<file path="config.mk">
export PLATFORM = sky130hd
export DESIGN_NAME = vsc_ctrl
export DESIGN_NICKNAME = d
export VERILOG_FILES = /design/src/hw/vsc_pkg.sv /design/src/hw/vsc_sync.sv /design/src/hw/vsc_ctrl.sv
export SDC_FILE = /design/constraint.sdc
export NUM_CORES = 1
export LEC_CHECK = 0
export BUFFER_PORTS_ARGS = -buffer_cell sky130_fd_sc_hd__buf_2
export CAP_MARGIN = 20
export CORE_AREA = 10 10 133 135
export DETAILED_ROUTE_END_ITERATION = 10
export DIE_AREA = 0 0 143 145
export SETUP_SLACK_MARGIN = 0.02
export SLEW_MARGIN = 20
export SYNTH_ARGS = -nofsm -noshare
export SYNTH_HDL_FRONTEND = slang
export SYNTH_SLANG_ARGS = --single-unit
</file>
<file path="constraint.sdc">
create_clock -name mclk -period 3.26 [get_ports mclk]
set_input_delay 0.163 -clock mclk [delete_from_list [all_inputs] [get_ports mclk]]
set_output_delay 0.163 -clock mclk [all_outputs]
set_load 0.005 [all_outputs]
</file>
<file path="src/hw/vsc_pkg.sv">
// vsc_pkg: constants, register map and types of the valley skip / soft-start control.
// assumes a 125 MHz mclk; every time below is turned into cycles of that clock.
package vsc_pkg;

	// clock and timing
	localparam int CLK_PERIOD_NS = 8;
	localparam int UPDATE_PERIOD_MS = 48;
	localparam int UPDATE_CYC = UPDATE_PERIOD_MS * 1000000 / CLK_PERIOD_NS;
	localparam int SS_TIME_MS = 12;
	localparam int SS_STEPS = 4;
	localparam int SS_STEP_CYC = SS_TIME_MS * 1000000 / (CLK_PERIOD_NS * SS_STEPS);
	localparam int RS_TIME_NS = 2000;
	localparam int RS_CYC = (RS_TIME_NS + CLK_PERIOD_NS - 1) / CLK_PERIOD_NS;
	localparam int OFF_MAX_US = 50;
	localparam int OFF_MAX_CYC = OFF_MAX_US * 1000 / CLK_PERIOD_NS;

	// counter widths
	localparam int UPD_W = 23;
	localparam int SS_W = 19;
	localparam int OFF_W = 13;

	// skip, zero-crossing and soft-start step counters
	localparam logic [2:0] SKIP_MIN = 3'h1;
	localparam logic [2:0] SKIP_MAX = 3'h7;
	localparam logic [2:0] SKIP_RST = 3'h1;
	localparam logic [2:0] XING_MAX = 3'h7;
	localparam logic [1:0] SS_LAST_IDX = 2'h3;

	// current-sense limit in millivolts
	localparam int LIM_W = 10;
	localparam logic [9:0] SS_START_MV = 10'h140;
	localparam logic [9:0] SS_FINAL_MV = 10'h3e8;
	localparam logic [9:0] SS_STEP_MV = 10'h0aa;

	// register byte offsets
	localparam int ADDR_W = 4;
	localparam logic [3:0] REG_CTRL = 4'h0;
	localparam logic [3:0] REG_ZONE = 4'h4;
	localparam logic [3:0] REG_STATUS = 4'h8;
	localparam logic [3:0] REG_LIMIT = 4'hc;

	// field positions and reset values
	localparam int CTRL_EN_BIT = 0;
	localparam logic CTRL_EN_RST = 1'b1;
	localparam int ZONE_W = 16;
	localparam int ZL_LOWLINE_LSB = 0;
	localparam int ZH_LOWLINE_LSB = 4;
	localparam int ZL_HIGHLINE_LSB = 8;
	localparam int ZH_HIGHLINE_LSB = 12;
	localparam logic [15:0] ZONE_RST = 16'h7846;
	localparam int ST_SKIP_LSB = 0;
	localparam int ST_XING_LSB = 4;
	localparam int ST_GATE_BIT = 8;
	localparam int ST_STATE_LSB = 12;
	localparam int ST_LINE_BIT = 16;
	localparam int ST_STARTOFF_BIT = 17;
	localparam int LIM_IDX_LSB = 16;

	// comparator flags coming from the analog front end
	typedef struct packed {
		logic line_high;
		logic cs_trip;
		logic xing_above;
		logic supply_on;
		logic fdbk_over_reset;
		logic fdbk_over_high;
		logic fdbk_over_low;
	} vsc_cmp_t;

	localparam int CMP_W = 7;

	typedef enum logic [2:0] {
		ST_IDLE = 3'b001,
		ST_SOFT = 3'b010,
		ST_RUN = 3'b100
	} vsc_state_t;

endpackage : vsc_pkg

</file>
<file path="src/hw/vsc_sync.sv">
// vsc_sync: two flip-flop synchroniser for a group of level inputs.
// assumes each bit is a slow level; the first stage is read only by the second.
`timescale 1ns/1ns
`default_nettype none
module vsc_sync #(
	parameter int W = 1
) (
	input wire logic mclk,
	input wire logic rst_n,
	input wire logic [W-1:0] d,
	output logic [W-1:0] q
);

	logic [W-1:0] meta_q;
	logic [W-1:0] sync_q;

	// two stages, cleared to zero
	always_ff @(posedge mclk or negedge rst_n) begin
		if (!rst_n) begin
			meta_q <= '0;
			sync_q <= '0;
		end else begin
			meta_q <= d;
			sync_q <= meta_q;
		end
	end

	assign q = sync_q;

endmodule : vsc_sync
`default_nettype wire

</file>
<file path="src/hw/vsc_ctrl.sv">
// vsc_ctrl: valley skip counter, zero-crossing count, switch-on gate and soft-start.
// assumes comparator flags arrive asynchronously and software uses Avalon-MM.
//
// Function
// - evaluate feedback once per 48 ms period
// - always below low zone: count up to 7
// - above low, never above high: hold
// - above high, not reset level: down to 1
// - above reset threshold: force counter to 1
// - skip counter always stays within 1 to 7
// - skip counter starts at 1 after start-up
// - skip value is valleys counted before switch-on
// - 12 ms soft-start, four steps 0.32 V to 1 V
// - supply on: stop startup source, begin soft-start
// - zone thresholds chosen by detected line level
// - zero-crossing count 0-7, cleared while gate high
// - after ringing time, switch on when count >= skip
//
// Implementation choices: the register addresses and the Avalon-MM slave port.
`timescale 1ns/1ns
`default_nettype none
module vsc_ctrl
	import vsc_pkg::*;
#(
	parameter int UPDATE_CYCLES = UPDATE_CYC,
	parameter int SS_STEP_CYCLES = SS_STEP_CYC,
	parameter int OFF_MAX_CYCLES = OFF_MAX_CYC
) (
	input wire logic mclk,
	input wire logic rst_n,
	input wire logic [ADDR_W-1:0] avs_address,
	input wire logic avs_read,
	input wire logic avs_write,
	input wire logic [31:0] avs_writedata,
	output logic [31:0] avs_readdata,
	output logic avs_waitrequest,
	input wire vsc_cmp_t cmp_in,
	output logic gate_drive,
	output logic startup_off,
	output logic [2:0] skip_count,
	output logic [LIM_W-1:0] cs_limit_mv,
	output logic [3:0] low_zone_threshold,
	output logic [3:0] high_zone_threshold
);

	localparam logic [UPD_W-1:0] UPD_LAST = UPD_W'(UPDATE_CYCLES - 1);
	localparam logic [SS_W-1:0] SS_LAST = SS_W'(SS_STEP_CYCLES - 1);
	localparam logic [OFF_W-1:0] OFF_LAST = OFF_W'(OFF_MAX_CYCLES);
	localparam logic [OFF_W-1:0] RS_DONE = OFF_W'(RS_CYC);

	vsc_cmp_t cmp_s;
	vsc_state_t state_q, state_d;
	logic [UPD_W-1:0] upd_cnt_q;
	logic [SS_W-1:0] ss_cnt_q;
	logic [1:0] ss_idx_q;
	logic [OFF_W-1:0] off_cnt_q;
	logic [2:0] skip_q, skip_d;
	logic [2:0] xing_q, xing_d;
	logic seen_low_q, seen_high_q, seen_reset_q;
	logic xing_prev_q;
	wire gate_on_go;
	logic gate_q, startup_off_q;
	logic [LIM_W-1:0] limit_q;
	logic [3:0] low_thr_q, high_thr_q;
	logic ctrl_en_q;
	logic [ZONE_W-1:0] zone_q;
	logic [31:0] rdata_q;
	logic wait_q;

	// comparator flags pass two flops before any logic
	vsc_sync #(
		.W(CMP_W)
	) u_sync (
		.mclk(mclk),
		.rst_n(rst_n),
		.d(cmp_in),
		.q(cmp_s)
	);

	// update period and feedback observations
	wire period_end = (upd_cnt_q == UPD_LAST);
	wire low_now = seen_low_q | cmp_s.fdbk_over_low;
	wire high_now = seen_high_q | cmp_s.fdbk_over_high;
	wire reset_now = seen_reset_q | cmp_s.fdbk_over_reset;
	wire skip_at_max = (skip_q == SKIP_MAX);
	wire skip_at_min = (skip_q == SKIP_MIN);

	always_ff @(posedge mclk or negedge rst_n) begin
		if (!rst_n) begin
			upd_cnt_q <= '0;
		end else begin
			upd_cnt_q <= period_end ? '0 : upd_cnt_q + 1'b1;
		end
	end

	// sticky feedback flags, restarted with each period
	always_ff @(posedge mclk or negedge rst_n) begin
		if (!rst_n) begin
			seen_low_q <= 1'b0;
			seen_high_q <= 1'b0;
			seen_reset_q <= 1'b0;
		end else begin
			seen_low_q <= low_now & ~period_end;
			seen_high_q <= high_now & ~period_end;
			seen_reset_q <= reset_now & ~period_end;
		end
	end

	// skip counter decision, only at period end
	always_comb begin
		skip_d = skip_q;
		if (period_end) begin
			if (reset_now) begin
				skip_d = SKIP_MIN;
			end else if (high_now) begin
				if (!skip_at_min) begin
					skip_d = skip_q - 3'h1;
				end
			end else if (!low_now) begin
				if (!skip_at_max) begin
					skip_d = skip_q + 3'h1;
				end
			end
			// low seen, high not seen: hold
		end
	end

	always_ff @(posedge mclk or negedge rst_n) begin
		if (!rst_n) begin
			skip_q <= SKIP_RST;
		end else begin
			skip_q <= skip_d;
		end
	end

	// zero-crossing counter, cleared on the switch-on edge so gate high never shows a count
	wire xing_fall = xing_prev_q & ~cmp_s.xing_above;

	always_comb begin
		xing_d = xing_q;
		if (gate_q || gate_on_go) begin
			xing_d = 3'h0;
		end else if (xing_fall && xing_q != XING_MAX) begin
			xing_d = xing_q + 3'h1;
		end
	end

	always_ff @(posedge mclk or negedge rst_n) begin
		if (!rst_n) begin
			xing_prev_q <= 1'b0;
			xing_q <= 3'h0;
		end else begin
			xing_prev_q <= cmp_s.xing_above;
			xing_q <= xing_d;
		end
	end

	// off-time counter: ringing suppression and maximum off time
	wire rs_done = (off_cnt_q >= RS_DONE);
	wire off_max = (off_cnt_q == OFF_LAST);

	always_ff @(posedge mclk or negedge rst_n) begin
		if (!rst_n) begin
			off_cnt_q <= '0;
		end else if (gate_q) begin
			off_cnt_q <= '0;
		end else if (!off_max) begin
			off_cnt_q <= off_cnt_q + 1'b1;
		end
	end

	// switch-on and switch-off decisions
	wire sw_ok = (state_q != ST_IDLE) & ctrl_en_q;
	wire valley_ok = rs_done & (xing_q >= skip_q);
	assign gate_on_go = sw_ok & ~gate_q & (valley_ok | off_max);
	wire gate_off_go = gate_q & (cmp_s.cs_trip | ~sw_ok);

	always_ff @(posedge mclk or negedge rst_n) begin
		if (!rst_n) begin
			gate_q <= 1'b0;
		end else if (gate_on_go) begin
			gate_q <= 1'b1;
		end else if (gate_off_go) begin
			gate_q <= 1'b0;
		end
	end

	// start-up and soft-start sequence
	wire step_end = (state_q == ST_SOFT) & (ss_cnt_q == SS_LAST);
	wire ss_final = step_end & (ss_idx_q == SS_LAST_IDX);

	always_comb begin
		case (state_q)
			ST_IDLE: state_d = cmp_s.supply_on ? ST_SOFT : ST_IDLE;
			ST_SOFT: state_d = ss_final ? ST_RUN : ST_SOFT;
			ST_RUN: state_d = ST_RUN;
			default: state_d = ST_IDLE;
		endcase
	end

	always_ff @(posedge mclk or negedge rst_n) begin
		if (!rst_n) begin
			state_q <= ST_IDLE;
			startup_off_q <= 1'b0;
		end else begin
			state_q <= state_d;
			if (state_q == ST_IDLE && cmp_s.supply_on) begin
				startup_off_q <= 1'b1;
			end
		end
	end

	// step timer and limit level
	always_ff @(posedge mclk or negedge rst_n) begin
		if (!rst_n) begin
			ss_cnt_q <= '0;
			ss_idx_q <= 2'h0;
			limit_q <= SS_START_MV;
		end else if (state_q != ST_SOFT) begin
			ss_cnt_q <= '0;
			ss_idx_q <= 2'h0;
			limit_q <= (state_q == ST_RUN) ? SS_FINAL_MV : SS_START_MV;
		end else if (step_end) begin
			ss_cnt_q <= '0;
			ss_idx_q <= ss_idx_q + 2'h1;
			limit_q <= ss_final ? SS_FINAL_MV : limit_q + SS_STEP_MV;
		end else begin
			ss_cnt_q <= ss_cnt_q + 1'b1;
		end
	end

	// zone thresholds follow the line level
	wire [3:0] low_thr_d = cmp_s.line_high ? zone_q[ZL_HIGHLINE_LSB +: 4] :
		zone_q[ZL_LOWLINE_LSB +: 4];
	wire [3:0] high_thr_d = cmp_s.line_high ? zone_q[ZH_HIGHLINE_LSB +: 4] :
		zone_q[ZH_LOWLINE_LSB +: 4];

	always_ff @(posedge mclk or negedge rst_n) begin
		if (!rst_n) begin
			low_thr_q <= ZONE_RST[ZL_LOWLINE_LSB +: 4];
			high_thr_q <= ZONE_RST[ZH_LOWLINE_LSB +: 4];
		end else begin
			low_thr_q <= low_thr_d;
			high_thr_q <= high_thr_d;
		end
	end

	// bus decode: one wait cycle, then the answer
	wire req = avs_read | avs_write;
	wire wr_fire = avs_write & ~wait_q;
	wire hit_ctrl = (avs_address == REG_CTRL);
	wire hit_zone = (avs_address == REG_ZONE);
	wire hit_status = (avs_address == REG_STATUS);
	wire hit_limit = (avs_address == REG_LIMIT);

	wire [31:0] status_word = (32'(skip_q) << ST_SKIP_LSB) | (32'(xing_q) << ST_XING_LSB) |
		(32'(gate_q) << ST_GATE_BIT) | (32'(state_q) << ST_STATE_LSB) |
		(32'(cmp_s.line_high) << ST_LINE_BIT) | (32'(startup_off_q) << ST_STARTOFF_BIT);
	wire [31:0] limit_word = 32'(limit_q) | (32'(ss_idx_q) << LIM_IDX_LSB);
	wire [31:0] rd_mux = hit_ctrl ? (32'(ctrl_en_q) << CTRL_EN_BIT) :
		hit_zone ? 32'(zone_q) :
		hit_status ? status_word :
		hit_limit ? limit_word : 32'h0;

	always_ff @(posedge mclk or negedge rst_n) begin
		if (!rst_n) begin
			wait_q <= 1'b1;
			rdata_q <= 32'h0;
		end else begin
			wait_q <= ~(req & wait_q);
			if (avs_read && wait_q) begin
				rdata_q <= rd_mux;
			end
		end
	end

	// writable registers
	always_ff @(posedge mclk or negedge rst_n) begin
		if (!rst_n) begin
			ctrl_en_q <= CTRL_EN_RST;
			zone_q <= ZONE_RST;
		end else if (wr_fire) begin
			if (hit_ctrl) begin
				ctrl_en_q <= avs_writedata[CTRL_EN_BIT];
			end
			if (hit_zone) begin
				zone_q <= avs_writedata[ZONE_W-1:0];
			end
		end
	end

	// outputs, all from flops
	assign avs_readdata = rdata_q;
	assign avs_waitrequest = wait_q;
	assign gate_drive = gate_q;
	assign startup_off = startup_off_q;
	assign skip_count = skip_q;
	assign cs_limit_mv = limit_q;
	assign low_zone_threshold = low_thr_q;
	assign high_zone_threshold = high_thr_q;
endmodule : vsc_ctrl
`default_nettype wire

</file>
==> results of run 1 <==
## area by class of cell
type | count | area [sq um]
Clock inverter | 15 | 238
Timing Repair Buffer | 99 | 649
Inverter | 17 | 63.8
Tap cell | 188 | 235
Clock buffer | 17 | 425
Sequential cell | 139 | 3500
Fill cell | 1321 | 7060
Multi-Input combinational cell | 428 | 2860
Antenna cell | 1 | 2.50
## where the power goes
part	switching, mW	leakage [nW]	internal (mW)	total (mW)
logic	0.282	1.55	0.267	0.549
clock network	0.778	0.317	1.37	2.15
registers	0.144	1.77	1.89	2.04
## cells by family after synthesis
group,after synthesis,synth area share
adders and majority gates,15,0.0282
muxes,42,0.0690
DFF,139,0.526
AOI/OAI and AO/OA,89,0.0863
other,1,0.000563
buffers and inverters,63,0.0526
and+or+nand+nor,222,0.179
xor gates and xnor gates,45,0.0592
## repair_timing
| action | CTS | global route |
|---|---|---|
| resized for setup | 0 | 0 |
| endpoints found under the hold margin | 96 | 1 |
| setup endpoints to repair | 0 | 0 |
| hold buffers | 25 | 1 |
## worst min-delay path by stage
stage | from | to | slack (ps) | cells past startpoint
2_1_floorplan | rst_n | avs_readdata[0] | -130 | 0
3_3_place_gp | rst_n | upd_cnt_q[14] | 240 | 1
3_5_place_dp | rst_n | upd_cnt_q[9] | 260 | 1
4_1_cts | avs_writedata[0] | zone_q[0] | 1 | 2
5_1_grt | avs_address[0] | avs_readdata[16] | 140 | 4
6_report | avs_address[0] | avs_readdata[17] | 120 | 4
## cells in the final DEF, fill, tap and decap left out, drive strengths merged, types with 7 or more instances in the layout
master,instances
ha,15
o21ai,28
conb,15
nand2,48
or3,8
nor2,62
xor2,27
clkbuf,17
mux2,31
and3,11
dfstp,16
nand4,14
mux2i,11
inv,21
xnor2,18
buf,73
o31ai,10
a21oi,24
and4,7
dlygate4sd3,26
dfrtp,123
a22oi,9
nand3,22
## sequential cells by signal, summed over array words and instances, names as in the netlist, 4 cells and up
| signal | cells |
|---|---|
| u_sync.q | 7 |
| cs_limit_mv | 9 |
| low_zone_threshold | 4 |
| upd_cnt_q | 23 |
| high_zone_threshold | 4 |
| zone_q | 16 |
| avs_readdata | 18 |
| off_cnt_q | 13 |
| ss_cnt_q | 19 |
| u_sync.meta_q | 7 |
## per-layer routing
metal / up-vias / share of wire
met2: 73 / 0.49
met5: - / 0
li1: 2293 / -
met1: 2396 / 0.46
met3: 10 / 0.041
met4: 0 / 0.0078
## critical path, delay by kind of cell (launching register included)
family / cells / cell delay (ps)
simple gates: 2 / 990
compound gates: 3 / 930
flops: 1 / 450
## through the flow
stage,instance area [sq um],std cells,hold slack (ps)
floorplan,6710,630,-133
global placement,7050,845,240
detailed placement,7050,845,255
CTS,7960,902,1.30
global route,7970,904,139
finish,7970,904,116
==> flow_summary_export.csv, run 1 <==
group,metric,value,unit
worst_setup_path,critical_path.endpoint,"cs_limit_mv[5]",
synth,ys_ff_latch,139,
grt,use_met1,0.186,
timing,max_freq,405,MHz
worst_setup_path,crit_start,"ss_cnt_q[3]",
place,portBuffers,71,
worst_setup_path,cpMaxStageDelayCell,"or4b_1",
grt,grt_use_total,0.148,
place,dpl.hpwl,10300,microns
power_and_ir_drop,pwr_density_cell,594,nW/um^2
cts,clockBufferDepth,2,
cts,htreeDepth,4,
worst_setup_path,required,3590,ps
cts,root_buffer,"clkbuf_16",
timing,final-setup-viol-count,0,
detailed_routing,drc,0,
synth,synthTopCellsByArea,"dfrtp_1 46%, dfstp_2 6.3%, mux2_2 5.2%, xor2_1 3.6%, nor2_1 3.5%",
synth,synth-edff-count,0,
cts,tritoncts,"built",
timing,fin_skew,10.9,ps
power_and_ir_drop,p_leak,3.65,nW
detailed_routing,postRouteAntennaNets,0,
detailed_routing,num_vias,4772,
cts,worstSkewPairLatency,420,ps
worst_setup_path,rrSetupSlack,790,ps
cts,postCtsSetupBuffers,0,
grt,antenna_found_initial,1,
grt,grt_pass1_vias,4896,
timing,finalCriticalPeriod,2470,ps
synth,synth_area,6660,sq um
synth,avgSynthCellArea,10.8,sq um
timing,worst_slew_pin_slew,887,ps
timing,rsz0062_at_grt,"false",
power_and_ir_drop,fin_total_pwr,4.74,mW
synth,synth_cell_types,67,
synth,synth_most_common_cell,"dfrtp_1",
run_status,status,"finished, final reports clean",
floorplanning,io_pins,103,
worst_setup_path,timing_worst_setup_path_type,"flop to flop",
floorplanning,die_y,145,microns
worst_setup_path,rr_endpoint,"cs_limit_mv[5]",
grt,grt_overflow,0,
worst_setup_path,cp_cell_sequence,"or4b_1 > or3_4 > o21ai_4 > o31ai_1 > a211oi_1",
floorplanning,core_region_area,15000,sq um
run,maxCapViolCount,0,
synth,yosys_most_used_dff,"dfrtp_1",
grt,grt.busiest_layer,"met2",
grt,grt_pass1_wl,25000,microns
synth,yosysTopAreaCellShare,0.462,
floorplanning,die_w,143,microns
cts,cts.clk_slew.worst_paths,60,ps
layout,area_growth,19.8,%
synth,synthTopCellsByCount,"123 x dfrtp_1, 62 x nor2_1, 48 x nand2_1",
detailed_routing,viasPerCell,5.28,
synth,yosys_warnings,0,
grt,met2_usage,0.240,
worst_setup_path,r2r.worst_path.cells,5,
detailed_routing,drt_first_pass_iters,5,
cts,numClockSinks,139,
grt,grtUsageMet3,0.0440,
worst_setup_path,startpoint_type,"flop",
timing,setup_slack,794,ps
layout,fin_util,0.530,
detailed_routing,drt_iter0_drc,263,
timing,hold_viol,0,
layout,drive_gt1_frac,0.242,
layout,nNetsFinal,764,
place,gp_congestion,0.806,
synth,synth_cells,616,
floorplanning,fp-row-count,45,
synth,seq_area_frac_synth,0.526,
hold_path,hp-class,"input port to flop",
detailed_routing,wl,15000,microns
timing,setup_tns,0,ps
worst_setup_path,worstPathMaxFanout,22,
synth,yosysTopAreaCell,"dfrtp_1",
worst_setup_path,worst_setup_path_end_kind,"flop",
floorplanning,dieArea,20700,sq um
cts,numCtsBuffers,17,
grt,grt_max_degree,77,
worst_setup_path,rr_startpoint,"ss_cnt_q[3]",
worst_setup_path,max_stage_delay,570,ps
timing,relSlewSlack,0.401,
timing,min_period_over_period,0.757,
synth,ys_async_sr_fraction,1.00,
power_and_ir_drop,peakVddDrop,395,uV
place,place_ws,854,ps
worst_setup_path,arrival,2790,ps
floorplanning,initial_core_util,0.443,
detailed_routing,routedWlPerCell,16.6,microns
timing,final_max_slew_viol_count,0,
(Power assumes the default switching activity.)
==> run 2: changes to the inputs <==
- PLACE_DENSITY: unset -> 0.67
- clock period: 3.26 -> 2 ns (I/O delays scaled with it)
==> run 2 against run 1 <==
Compared with the run above: the flow now finishes with violations (negative setup slack); clock skew rose by 2.4 ps; cell count rose by 3.8%; sequential power rose by 63%; largest cell class unchanged; die area did not move; critical path depth rose by 1; sequential share of layout area fell by 2.1 points; critical path type unchanged; clock-buffer cell count rose by 4; worst hold slack improved by 14 ps.
==> flow_summary_export.csv, run 2 (same netlist as run 1, synthesis figures left out) <==
group,metric,value,unit
hold_path,hp-class,"input port to flop",
timing,finalCriticalPeriod,2000,ps
timing,final-setup-viol-count,6,
grt,grt_pass1_vias,5099,
grt,antenna_found_initial,0,
hold_path,hold-path-endpoint,"avs_readdata[0]",
timing,timing.hold.ws,130,ps
floorplanning,die_w,143,microns
timing,fin_skew,13.4,ps
worst_setup_path,rr_startpoint,"ss_cnt_q[14]",
worst_setup_path,crit_family,"simple AND/OR/NAND/NOR gates",
cts,htreeDepth,4,
worst_setup_path,required,2320,ps
timing,max_freq,499,MHz
run,maxCapViolCount,0,
layout,largest_register,"upd_cnt_q",
detailed_routing,drc,0,
floorplanning,io_pins,103,
cts,root_buffer,"clkbuf_16",
timing,relSlewSlack,0.629,
cts,worstSkewPairLatency,430,ps
worst_setup_path,crit_start,"ss_cnt_q[14]",
floorplanning,fp-row-count,45,
power_and_ir_drop,p_leak,3.87,nW
worst_setup_path,worstPathMaxFanout,8,
layout,num_antenna_cells,0,
layout,final_common_cell,"dfrtp_1",
worst_setup_path,rr_endpoint,"ss_cnt_q[7]",
detailed_routing,wl,16100,microns
detailed_routing,postRouteAntennaNets,0,
detailed_routing,viasPerCell,5.30,
power_and_ir_drop,peakVddDrop,693,uV
run_status,status,"complete, but fails checks",
power_and_ir_drop,fin_total_pwr,7.87,mW
timing,final_max_slew_viol_count,0,
worst_setup_path,arrival,2320,ps
cts,cts.clk_slew.worst_paths,60,ps
layout,nNetsFinal,799,
hold_path,min_from,"avs_address[3]",
layout,area_growth,25.7,%
layout,drive_gt1_frac,0.292,
floorplanning,die_y,145,microns
detailed_routing,routedWlPerCell,17.2,microns
timing,setup_slack,-3.30,ps
hold_path,whs_path_depth,4,
floorplanning,dieArea,20700,sq um
detailed_routing,drt_iter0_drc,330,
grt,grt_overflow,0,
worst_setup_path,startpoint_type,"flop",
floorplanning,initial_core_util,0.443,
cts,numClockSinks,139,
worst_setup_path,worst_setup_path_end_kind,"flop",
layout,design_area,8370,sq um
timing,rsz0062_at_grt,"true",
power_and_ir_drop,pwr_density_cell,941,nW/um^2
worst_setup_path,cpMaxStageDelayCell,"or4b_4",
timing,worst_slew_pin_slew,557,ps
detailed_routing,drt_first_pass_iters,5,
worst_setup_path,r2r.worst_path.cells,6,
floorplanning,core_region_area,15000,sq um
cts,clockBufferDepth,2,
timing,hold_viol,0,
layout,mostFrequentLayoutCells,"123 x dfrtp_1, 70 x buf_2, 55 x nor2_1",
grt,grt_use_total,0.158,
cts,numCtsBuffers,17,
timing,min_period_over_period,1.00,
worst_setup_path,crit_buf_inv,2,
place,portBuffers,71,
detailed_routing,num_vias,4969,
worst_setup_path,rrSetupSlack,-3,ps
place,dpl_cell_area,7300,sq um
grt,grt_max_degree,58,
grt,grt_pass1_wl,26200,microns
worst_setup_path,max_stage_delay,540,ps
layout,largest_reg_flops,23,
place,gp_congestion,0.841,
worst_setup_path,cp_cell_sequence,"or4b_4 > or3_4 > o21ai_4 > buf_12 > clkbuf_16 > nor2_1",
cts,tritoncts,"built",
place,dpl.hpwl,11300,microns
run_status,violations,"negative setup slack",
worst_setup_path,timing_worst_setup_path_type,"flop to flop",
[run 2: worst max-delay path by stage]
stage / end / cells past startpoint
after floorplan: ss_cnt_q[13] / 6
after global placement: ss_cnt_q[18] / 5
after detailed placement: cs_limit_mv[7] / 5
after CTS: ss_cnt_q[5] / 5
after global routing: ss_cnt_q[18] / 6
final: ss_cnt_q[7] / 6
[run 2: what timing repair did]
action / in CTS / in global routing
cloned: 0 / 2
buffers inserted: 0 / 2
hold endpoints to repair: 66 / 0
endpoints found under the setup margin: 5 / 27
gates resized for setup: 0 / 20
hold buffers: 26 / 0
pin swaps: 1 / 9
[run 2: layer usage]
metal  global-route usage  part of all wire  vias up
met5                    0                 0        -
met4               0.0609             0.019        0
met3               0.0440             0.046       29
met2                0.262              0.51      121
met1                0.190              0.43     2460
li1                     -                 -     2359
[run 2: per-stage QoR]
stage | TNS [ps] | setup WS [ps] | utilization | instances
after floorplan | 0 | 38.0 | - | 630
after global placement | 0 | 66.3 | 0.486 | 876
after detailed placement | 0 | 9.36 | 0.486 | 876
after CTS | 0 | 14.1 | 0.547 | 934
after global routing | -847 | -51.2 | 0.557 | 938
final | -9.90 | -3.30 | 0.557 | 938
[run 2: area by class of cell]
cell class                      count  area (sq um)
Multi-Input combinational cell    428          2930
Clock inverter                     11           191
Tap cell                          188           235
Timing Repair Buffer              134           992
Sequential cell                   139          3500
Clock buffer                       21           460
Inverter                           17          63.8
Fill cell                        1258          6670
[run 2: report_power, final]
| group | switching [mW] | internal, mW | total [mW] |
|---|---|---|---|
| Combinational | 0.536 | 0.555 | 1.09 |
| Clock | 1.19 | 2.28 | 3.46 |
| Sequential | 0.234 | 3.09 | 3.32 |
[run 2: worst register-to-register path, delay by kind of cell (launching register included)]
| kind | cells | cell delay [ps] |
|---|---|---|
| AND/OR/NAND/NOR | 3 | 970 |
| AO/OA/AOI/OAI | 1 | 260 |
| flip-flops | 1 | 380 |
| buffers and inverters | 2 | 310 |
